### config.mk
export PLATFORM = sky130hd
export DESIGN_NAME = dout_unit
export DESIGN_NICKNAME = d
export VERILOG_FILES = /design/src/dout_pkg.sv /design/src/dout_unit.sv
export SDC_FILE = /design/constraint.sdc
export NUM_CORES = 1
export LEC_CHECK = 0
export BUFFER_PORTS_ARGS = -buffer_cell sky130_fd_sc_hd__buf_2
export CAP_MARGIN = 0
export CELL_PAD_IN_SITES_DETAIL_PLACEMENT = 0
export CELL_PAD_IN_SITES_GLOBAL_PLACEMENT = 1
export CORE_MARGIN = 3
export CORE_UTILIZATION = 47
export CTS_CLUSTER_DIAMETER = 50
export DETAILED_ROUTE_END_ITERATION = 10
export GPL_ROUTABILITY_DRIVEN = 1
export GPL_TIMING_DRIVEN = 0
export PLACE_DENSITY = 0.8
export SLEW_MARGIN = 20
export SYNTH_ARGS = -nofsm -noshare
export SYNTH_HDL_FRONTEND = slang
export SYNTH_SLANG_ARGS = --single-unit
### constraint.sdc
create_clock -name clk -period 19 [get_ports clk]
set_input_delay 3.8 -clock clk [delete_from_list [all_inputs] [get_ports clk]]
set_output_delay 3.8 -clock clk [all_outputs]
set_load 0.005 [all_outputs]
### src/dout_pkg.sv
// package for the eight-channel digital output stage
// assumes a single 125 MHz system clock shared by every file
package dout_pkg;
    localparam int          NUM_CHANNELS     = 8;
    localparam int          NUM_CONNECTORS   = 4;
    localparam int          CNT_WIDTH        = 32;
    localparam logic [31:0] CNT_LIMIT_RESET  = 32'h000F_4240;
    // indicator flash timing
    localparam int          CLK_FREQ_HZ      = 125_000_000;
    localparam int          FLASH_HALF_MS    = 250;
    localparam int          FLASH_HALF_CYC   = CLK_FREQ_HZ / 1000 * FLASH_HALF_MS;
    localparam int          FLASH_CNT_W      = 32;
    // register map
    localparam logic [3:0]  REG_OUT_IMAGE    = 4'h0;
    localparam logic [3:0]  REG_CNT_LIMIT    = 4'h1;
    localparam logic [3:0]  REG_STATUS       = 4'h2;
    localparam logic [3:0]  REG_MASK         = 4'h3;
    localparam logic [3:0]  REG_EXCEEDED     = 4'h4;
    localparam logic [3:0]  REG_OPEN_LOAD    = 4'h5;
    localparam logic [3:0]  REG_SHORT        = 4'h6;
    localparam logic [3:0]  REG_OL_ENABLE    = 4'h7;
    // status bit positions
    localparam int          ST_SHORT         = 0;
    localparam int          ST_EXCEEDED      = 1;
    localparam int          ST_OPEN_LOAD     = 2;
    localparam int          ST_INT_FAIL      = 3;
    localparam int          ST_WIDTH         = 4;
    // indicator states
    typedef enum logic [2:0] {
        LED_DARK       = 3'b000,
        LED_GREEN      = 3'b001,
        LED_RED        = 3'b010,
        LED_RED_FLASH  = 3'b011,
        LED_ALTERNATE  = 3'b100
    } dout_led_type;
endpackage : dout_pkg

### src/dout_unit.sv
// eight-channel output stage: pin routing, diagnostics, indicator, registers
// assumes load-diagnostic inputs are asynchronous pins; bus on clk
`timescale 1ns/1ps
////////////////////////////////////////////////////////////////////////////////
// Contract
// even image bit to pin 4, odd to pin 2
// eight channels, two per connector
// open load checked only while output off
// open-load enable only from handheld terminal
// indicator dark without power or output off
// steady green while output on, no fault
// steady red on load short circuit
// flash red on count exceeded or open load
// alternate red/green on internal failure
// per-channel rising-edge counter with exceeded flag
// priority failure, short, flash, green, dark
module dout_unit #(
    parameter int FLASH_HALF = dout_pkg::FLASH_HALF_CYC
) (
    input  wire logic                         clk,
    input  wire logic                         resetn,
    input  wire logic [3:0]                   reg_addr,
    input  wire logic [31:0]                  reg_wdata,
    input  wire logic                         reg_wr,
    input  wire logic                         reg_rd,
    output logic      [31:0]                  reg_rdata,
    input  wire logic                         term_ol_wr,
    input  wire logic [dout_pkg::NUM_CHANNELS-1:0] term_ol_data,
    input  wire logic                         control_power,
    input  wire logic [dout_pkg::NUM_CHANNELS-1:0] short_pin,
    input  wire logic [dout_pkg::NUM_CHANNELS-1:0] open_pin,
    input  wire logic                         int_fail_pin,
    output logic      [dout_pkg::NUM_CONNECTORS-1:0] conn_pin4,
    output logic      [dout_pkg::NUM_CONNECTORS-1:0] conn_pin2,
    output logic                              led_red,
    output logic                              led_green,
    output logic                              irq
);
    import dout_pkg::*;

    logic                    rst_s1_q, rst_s2_q;
    logic                    rstn;
    logic [NUM_CHANNELS-1:0] image_q;
    logic [CNT_WIDTH-1:0]    limit_q;
    logic [NUM_CHANNELS-1:0] ol_en_q;
    logic [ST_WIDTH-1:0]     status_q, mask_q;
    logic [NUM_CHANNELS-1:0] short_s1_q, short_s2_q, open_s1_q, open_s2_q;
    logic                    fail_s1_q, fail_s2_q, pwr_s1_q, pwr_s2_q;
    logic [NUM_CHANNELS-1:0] prev_q;
    logic [NUM_CHANNELS-1:0] exceeded_q;
    logic [CNT_WIDTH-1:0]    count_q [NUM_CHANNELS];
    logic [NUM_CHANNELS-1:0] open_det;
    logic [ST_WIDTH-1:0]     events;
    logic [FLASH_CNT_W-1:0]  flash_cnt_q;
    logic                    phase_q;
    dout_led_type            led_d, led_q;

    ////////////////////////////////////////////////////////////////////////////
    // reset release through two flops so deassertion is clean
    always_ff @(posedge clk or negedge resetn) begin
        if (!resetn) begin
            rst_s1_q <= 1'b0;
            rst_s2_q <= 1'b0;
        end else begin
            rst_s1_q <= 1'b1;
            rst_s2_q <= rst_s1_q;
        end
    end
    assign rstn = rst_s2_q;

    // pin inputs pass two flops before any logic
    // short sense lines; only the second stage is read downstream
    always_ff @(posedge clk or negedge rstn) begin
        if (!rstn) begin
            short_s1_q <= '0;
            short_s2_q <= '0;
        end else begin
            short_s1_q <= short_pin;
            short_s2_q <= short_s1_q;
        end
    end

    // open-load sense lines
    always_ff @(posedge clk or negedge rstn) begin
        if (!rstn) begin
            open_s1_q <= '0;
            open_s2_q <= '0;
        end else begin
            open_s1_q <= open_pin;
            open_s2_q <= open_s1_q;
        end
    end

    // internal failure line
    always_ff @(posedge clk or negedge rstn) begin
        if (!rstn) begin
            fail_s1_q <= 1'b0;
            fail_s2_q <= 1'b0;
        end else begin
            fail_s1_q <= int_fail_pin;
            fail_s2_q <= fail_s1_q;
        end
    end

    // control power sense; reads absent until two edges after reset
    always_ff @(posedge clk or negedge rstn) begin
        if (!rstn) begin
            pwr_s1_q <= 1'b0;
            pwr_s2_q <= 1'b0;
        end else begin
            pwr_s1_q <= control_power;
            pwr_s2_q <= pwr_s1_q;
        end
    end

    ////////////////////////////////////////////////////////////////////////////
    // output image, written from the fieldbus side
    always_ff @(posedge clk or negedge rstn) begin
        if (!rstn) begin
            image_q <= '0;
        end else if (reg_wr && reg_addr == REG_OUT_IMAGE) begin
            image_q <= reg_wdata[NUM_CHANNELS-1:0];
        end
    end

    // switching count limit; takes effect on the next compare
    always_ff @(posedge clk or negedge rstn) begin
        if (!rstn) begin
            limit_q <= CNT_LIMIT_RESET;
        end else if (reg_wr && reg_addr == REG_CNT_LIMIT) begin
            limit_q <= reg_wdata[CNT_WIDTH-1:0];
        end
    end

    // interrupt mask, same layout as status
    always_ff @(posedge clk or negedge rstn) begin
        if (!rstn) begin
            mask_q <= '0;
        end else if (reg_wr && reg_addr == REG_MASK) begin
            mask_q <= reg_wdata[ST_WIDTH-1:0];
        end
    end

    // open-load enable has no bus write path; terminal port only
    always_ff @(posedge clk or negedge rstn) begin
        if (!rstn) begin
            ol_en_q <= '0;
        end else if (term_ol_wr) begin
            ol_en_q <= term_ol_data;
        end
    end

    ////////////////////////////////////////////////////////////////////////////
    // connector routing: channel 2n on pin 4, 2n+1 on pin 2
    always_ff @(posedge clk or negedge rstn) begin
        if (!rstn) begin
            conn_pin4 <= '0;
            conn_pin2 <= '0;
        end else begin
            for (int n = 0; n < NUM_CONNECTORS; n++) begin
                conn_pin4[n] <= image_q[2*n];
                conn_pin2[n] <= image_q[2*n+1];
            end
        end
    end

    // a driven channel masks the sense line, which reads open when on
    assign open_det = open_s2_q & ~image_q & ol_en_q;

    ////////////////////////////////////////////////////////////////////////////
    // switching counters: count off-to-on edges, flag once past limit
    // exceeded stays set until reset; lowering the limit cannot clear it
    always_ff @(posedge clk or negedge rstn) begin
        if (!rstn) begin
            prev_q     <= '0;
            exceeded_q <= '0;
            for (int i = 0; i < NUM_CHANNELS; i++) begin
                count_q[i] <= '0;
            end
        end else begin
            prev_q <= image_q;
            for (int i = 0; i < NUM_CHANNELS; i++) begin
                // saturate so a stuck flag never wraps back to clear
                if (image_q[i] && !prev_q[i] && count_q[i] != '1) begin
                    count_q[i] <= count_q[i] + 1'b1;
                end
                if (count_q[i] > limit_q) begin
                    exceeded_q[i] <= 1'b1;
                end
            end
        end
    end

    ////////////////////////////////////////////////////////////////////////////
    // sticky status; a new event wins over a write-one clear
    assign events = {fail_s2_q, |open_det, |exceeded_q, |short_s2_q};

    always_ff @(posedge clk or negedge rstn) begin
        if (!rstn) begin
            status_q <= '0;
        end else begin
            if (reg_wr && reg_addr == REG_STATUS) begin
                status_q <= (status_q & ~reg_wdata[ST_WIDTH-1:0]) | events;
            end else begin
                status_q <= status_q | events;
            end
        end
    end

    // level interrupt while any unmasked status bit is set
    assign irq = |(status_q & mask_q);

    ////////////////////////////////////////////////////////////////////////////
    // flash timebase shared by every blinking pattern
    always_ff @(posedge clk or negedge rstn) begin
        if (!rstn) begin
            flash_cnt_q <= '0;
            phase_q     <= 1'b0;
        end else if (flash_cnt_q == FLASH_CNT_W'(FLASH_HALF - 1)) begin
            flash_cnt_q <= '0;
            phase_q     <= ~phase_q;
        end else begin
            flash_cnt_q <= flash_cnt_q + 1'b1;
        end
    end

    // indicator selection by priority on live conditions
    always_comb begin
        // power loss darkens the indicator whatever else is pending
        if (!pwr_s2_q) begin
            led_d = LED_DARK;
        end else if (fail_s2_q) begin
            led_d = LED_ALTERNATE;
        end else if (|short_s2_q) begin
            led_d = LED_RED;
        end else if (|exceeded_q || |open_det) begin
            led_d = LED_RED_FLASH;
        end else if (|image_q) begin
            led_d = LED_GREEN;
        end else begin
            led_d = LED_DARK;
        end
    end

    // registered indicator drive, two cycles behind the selection
    always_ff @(posedge clk or negedge rstn) begin
        if (!rstn) begin
            led_q     <= LED_DARK;
            led_red   <= 1'b0;
            led_green <= 1'b0;
        end else begin
            led_q <= led_d;
            case (led_q)
                LED_GREEN: begin
                    led_red   <= 1'b0;
                    led_green <= 1'b1;
                end
                LED_RED: begin
                    led_red   <= 1'b1;
                    led_green <= 1'b0;
                end
                LED_RED_FLASH: begin
                    led_red   <= phase_q;
                    led_green <= 1'b0;
                end
                LED_ALTERNATE: begin
                    led_red   <= phase_q;
                    led_green <= ~phase_q;
                end
                default: begin
                    led_red   <= 1'b0;
                    led_green <= 1'b0;
                end
            endcase
        end
    end

    ////////////////////////////////////////////////////////////////////////////
    // register read, data in the cycle after the strobe; unmapped reads zero
    always_ff @(posedge clk or negedge rstn) begin
        if (!rstn) begin
            reg_rdata <= '0;
        end else if (reg_rd) begin
            if (reg_addr == REG_OUT_IMAGE) begin
                reg_rdata <= {24'h000000, image_q};
            end else if (reg_addr == REG_CNT_LIMIT) begin
                reg_rdata <= limit_q;
            end else if (reg_addr == REG_STATUS) begin
                reg_rdata <= {28'h0000000, status_q};
            end else if (reg_addr == REG_MASK) begin
                reg_rdata <= {28'h0000000, mask_q};
            end else if (reg_addr == REG_EXCEEDED) begin
                reg_rdata <= {24'h000000, exceeded_q};
            end else if (reg_addr == REG_OPEN_LOAD) begin
                reg_rdata <= {24'h000000, open_det};
            end else if (reg_addr == REG_SHORT) begin
                reg_rdata <= {24'h000000, short_s2_q};
            end else if (reg_addr == REG_OL_ENABLE) begin
                reg_rdata <= {24'h000000, ol_en_q};
            end else begin
                reg_rdata <= '0;
            end
        end else begin
            reg_rdata <= '0;
        end
    end
endmodule : dout_unit

Word-level counts from Yosys, hierarchy flattened
Cells that the tools add are included.

Register bits: 444. Bits in latches: 0. Memory bits (writable): 0. Memory bits (read-only): 0. Bits of input ports: 67. Output and inout port bits: 43. Memories: 0.

Add/sub/neg operators: 9. Multipliers: 0. Div/mod/pow operators: 0. Order comparisons: 8. Equality and inequality tests: 20. Shifts and indexed selects: 0. Mux-type cells: 18. Bitwise gates (word level): 9. Reduce and logical (&&, ||, !) cells: 36.

Operators by type and width (count): adder 32 x 1 -> 32 bit, second input constant (9); greater-than comparator 32 bit (8); != test 32 bit, second input constant (8); two-way mux 32 bit (4); two-way mux 8 bit (6); equality test 32 x 25 -> 1 bit, second input constant (1); OR reduction 8 bit (4); logical AND 1 bit (20); bitwise AND 8 bit (2); equality test 4 x 3 -> 1 bit, second input constant (4); bitwise AND 4 bit (2); equality test 4 x 2 -> 1 bit, second input constant (2); logical NOT 1 bit (8); inverter 8 bit (1); bitwise OR 4 bit (2); equality test 3 x 2 -> 1 bit, second input constant (2); two-way mux 3 bit (2); equality test 4 x 1 -> 1 bit, second input constant (1); logical NOT 4 bit (1); two-way mux 2 bit (2); two-way mux 4 bit (1); inverter 4 bit (1); one-hot mux 1 bit (2 select lines) (2); OR reduction 4 bit (1); 6 further kinds (6).

Logic depth before layout (Yosys ltp)
Depth after elaboration: 10. Gate-level depth with buffers: 9. Mapped depth without buffers: 8.

Worst setup path after synthesis
OpenSTA, ideal clock, no wires.

Kind: input port to flip-flop. Start point: input reg_addr[1]. End point: register limit_q[10]. Library setup time: 0.125 ns. Arrival: 5.137 ns. Setup slack: 13.738 ns. Stages on the path: 5. Path through: clkbuf_1 nor2_1 nand3_1 clkbuf_1 mux2_2.

Word-level cells in the longest chain between the ends: 2.

Ends and longest elaborated chain: start, declared (RTL line dout_unit.sv:22) `input wire logic [3:0] reg_addr,`; equality test 4 x 1 -> 1 bit (RTL line dout_unit.sv:130) `end else if (reg_wr && reg_addr == REG_CNT_LIMIT) begin`; logical AND 1 bit (RTL line dout_unit.sv:130); end signal, assigned (RTL line dout_unit.sv:131) `limit_q <= reg_wdata[CNT_WIDTH-1:0];`; end, declared (RTL line dout_unit.sv:44) `logic [CNT_WIDTH-1:0] limit_q;`.

Every way passes these cells. A chain may end at the register's enable or synchronous reset.

Worst setup path after layout
Start point: input reg_addr[1]. End point: register limit_q[12].

The elaborated chain is that of the path after synthesis.

==> impl_metrics.yaml <==
die:
  die_w_um: 233
  io_pins: 110
  die-area_um2: 54400
  core_area_um2: 50600
  die_y_um: 233
  start_util_pct: 48.0
  row_count: 82
logic_synthesis:
  syn_area_um2: 24300
  synth_seq_area_share_pct: 45.0
  synth_edf_count: 0
  synthTopCellsByArea: "dfrtp_1 (44%), ha_1 (14%), xnor2_1 (7.1%)"
  synth_nets: 2635
  synth_cell_types: 77
  synth_top_area_share_pct: 44.2
  synth.largest_area_cell: "dfrtp_1"
  synthCells: 2303
  synth_ff_type: "dfrtp_1"
  yosysWarnings: 0
  syn_area_per_cell_um2: 10.5
  ys_ff_latch: 436
  async_reset_ff_share_pct: 100
detailed_routing:
  wl_um: 66400
  drc: 0
  post_drt_wl_per_cell_um: 20.9
  initialDrtViolationCount: 1254
  postRouteAntennaNets: 0
  dr.pass1.iters: 5
  via_per_inst: 5.84
  vias: 18600
cells_and_area:
  synthToLayoutAreaGrowth_pct: 13.8
  layout.nets: 2805
  final_cell_area_um2: 27600
  drive_gt1_share_pct: 11.8
  layout_commonest_cell: "dfrtp_1"
  instances_no_fill: 3186
  final.fill_count: 4411
  antennaDiodeCount: 0
  final_cell_mix: "dfrtp_1 (428), ha_1 (265), xnor2_1 (198), nand2_1 (164), nand3_1 (153)"
  multi_input_area_um2: 13000
  seq_area_um2: 10900
power_and_ir_drop:
  power_frac_clock_pct: 37.8
  seq_power_share_pct: 40.8
  p_sw_mw: 0.887
  power_mw: 2.71
  p_per_area_nw_per_um2: 98.2
  combPwrFrac_pct: 21.3
  ir_worst_vdd_mv: 0.0786
  p_leak_nw: 12.9
  p_int_mw: 1.83
  swShare_pct: 32.7
clock_network:
  clkLatencyLatePin_ps: 610
  cts_tree: "built"
  cts.sinks: 436
  cts_resized: 0
  root_buffer: "clkbuf_16"
  cts_setup_buffers: 0
  clockBufferDepth: 3
  cts_hold_buf: 0
  numCtsBuffers: 54
  h-tree-depth: 2
  path_clk_slew_ps: 60
timing:
  finClkSkew_ps: 33.4
  slew-limit-headroom_pct: 35.3
  fin_tns_setup_ps: 0
  clock.fmax_ghz: 0.184
  rsz0062_at_grt: "no"
  layout_min_cycle_time_ps: 5420
  tightest_slew_ps: 969
  hold_violations: 0
  maxSlewViolCount: 0
  fin_crit_sh_pct: 28.5
  worst_slack_ps: 13580
  setup_viol: 0
placed_design:
  dpl_worst_slack_ps: 12980
  place_inst: 3089
  placed_cell_area_um2: 25900
  place_congestion: 0.981
  detailedPlacementHpwl_um: 46600
  port_buffers: 106
global_route:
  grt_max_degree: 59
  grt_use_met3_pct: 4.24
  top_usage_layer: "met2"
  use_met1_pct: 33.1
  grt_pass1_wl_um: 105000
  grt_use_met2_pct: 40.8
  grt_pass1_vias: 18700
  gr-total-overflow: 0
  antenna_found_initial: 0
  track_usage_pct: 24.9
worst_setup_path:
  crit_path_start_kind: "input pin"
  crit_fanout: 10
  cp-end-kind: "flip-flop"
  critPathRequiredTime_ps: 19470
  arrival_ps: 5900
  worstSetupPathType: "in2reg"
run:
  drv_cap: 0
hold_path:
  hold_path_class: "reg2async"
outcome:
  status: "complete, no violations"
[through the flow]
stage,hold WS (ps),utilization [%]
5_1_grt,355,54.6
6_report,327,54.6
2_1_floorplan,331,-
3_5_place_dp,332,51.1
3_3_place_gp,335,50.7
4_1_cts,339,54.6
[worst max-delay path, cell delays in order]
cell,delay (ps)
clkbuf_1,310
nor2_1,220
nand3_1,480
clkbuf_1,660
mux2_2,420
[sequential cells by signal, indices dropped and copies added (netlist names), 3 cells and up]
name and count:
ol_en_q 8, reg_rdata 32, open_s2_q 8, prev_q 7, short_s1_q 8, mask_q 4
image_q 8, status_q 4, flash_cnt_q 32, open_s1_q 8, led_q 3, exceeded_q 8
count_q 256, short_s2_q 8, limit_q 32
[power by group through the flow]
stage / logic (mW) / clock network (mW) / registers (mW)
2_1_floorplan: 0.362 / 0 / 1.10
3_3_place_gp: 0.530 / 0 / 1.14
3_5_place_dp: 0.576 / 0 / 1.12
4_1_cts: 0.580 / 1.05 / 1.11
5_1_grt: 0.650 / 1.08 / 1.12
6_report: 0.579 / 1.03 / 1.11
[synth_stat cells (44+ instances only)]
master,n
xnor2_1,198
ha_1,265
mux2_2,62
o21ai_0,44
nand3_1,153
nand2_1,164
inv_1,64
nor2_1,126
a21oi_1,85
nor3_1,73
nand4_1,131
xor2_1,73
dfrtp_1,429
and3_1,58
[routing by layer]
metal / wire, um / share of wire [%]
met1: 29100 / 44
met2: 31200 / 47
met3: 3300 / 5.0
met4: 2800 / 4.2
met5: 0 / 0
[path summary, 6_finish.rpt]
path	from	endpoint	slack, ps	depth (start not counted)
worst min-delay path	rst_s2_q$_DFF_PN0_	count_q[3]$_DFFE_PN0P_	330	0
max in group asynchronous	resetn	rst_s2_q$_DFF_PN0_	15940	1
worst max register to register	limit_q[12]$_DFFE_PN0P_	exceeded_q[3]$_DFFE_PN0N_	16230	8
min in group clk	rst_s1_q$_DFF_PN0_	rst_s2_q$_DFF_PN0_	340	0
worst max-delay path	reg_addr[1]	limit_q[12]$_DFFE_PN0P_	13580	5
worst min register to register	rst_s2_q$_DFF_PN0_	count_q[3]$_DFFE_PN0P_	330	0
[logic make-up (layout without fill, tap and decap cells)]
family / after synthesis / in the layout / synth area share, %
XOR/XNOR: 271 / 271 / 9.77
multiplexers: 68 / 68 / 3.12
buffers and inverters: 94 / 305 / 1.52
flip-flops: 436 / 436 / 45.0
AND/OR/NAND/NOR: 901 / 901 / 19.9
other: 1 / 1 / 0.0154
AO/OA/AOI/OAI: 267 / 267 / 7.05
adder cells (fa/ha/maj): 265 / 265 / 13.7
[area by class of cell]
cell class / instances / share of cell area (%)
Timing Repair Buffer: 114 / 2.66
Tap cell: 672 / 3.04
Inverter: 65 / 0.883
Clock inverter: 26 / 1.13
Clock buffer: 71 / 5.30
Buffer: 29 / 0.453
Sequential cell: 436 / 39.5
Multi-Input combinational cell: 1773 / 47.0
(Power assumes the default switching activity.)
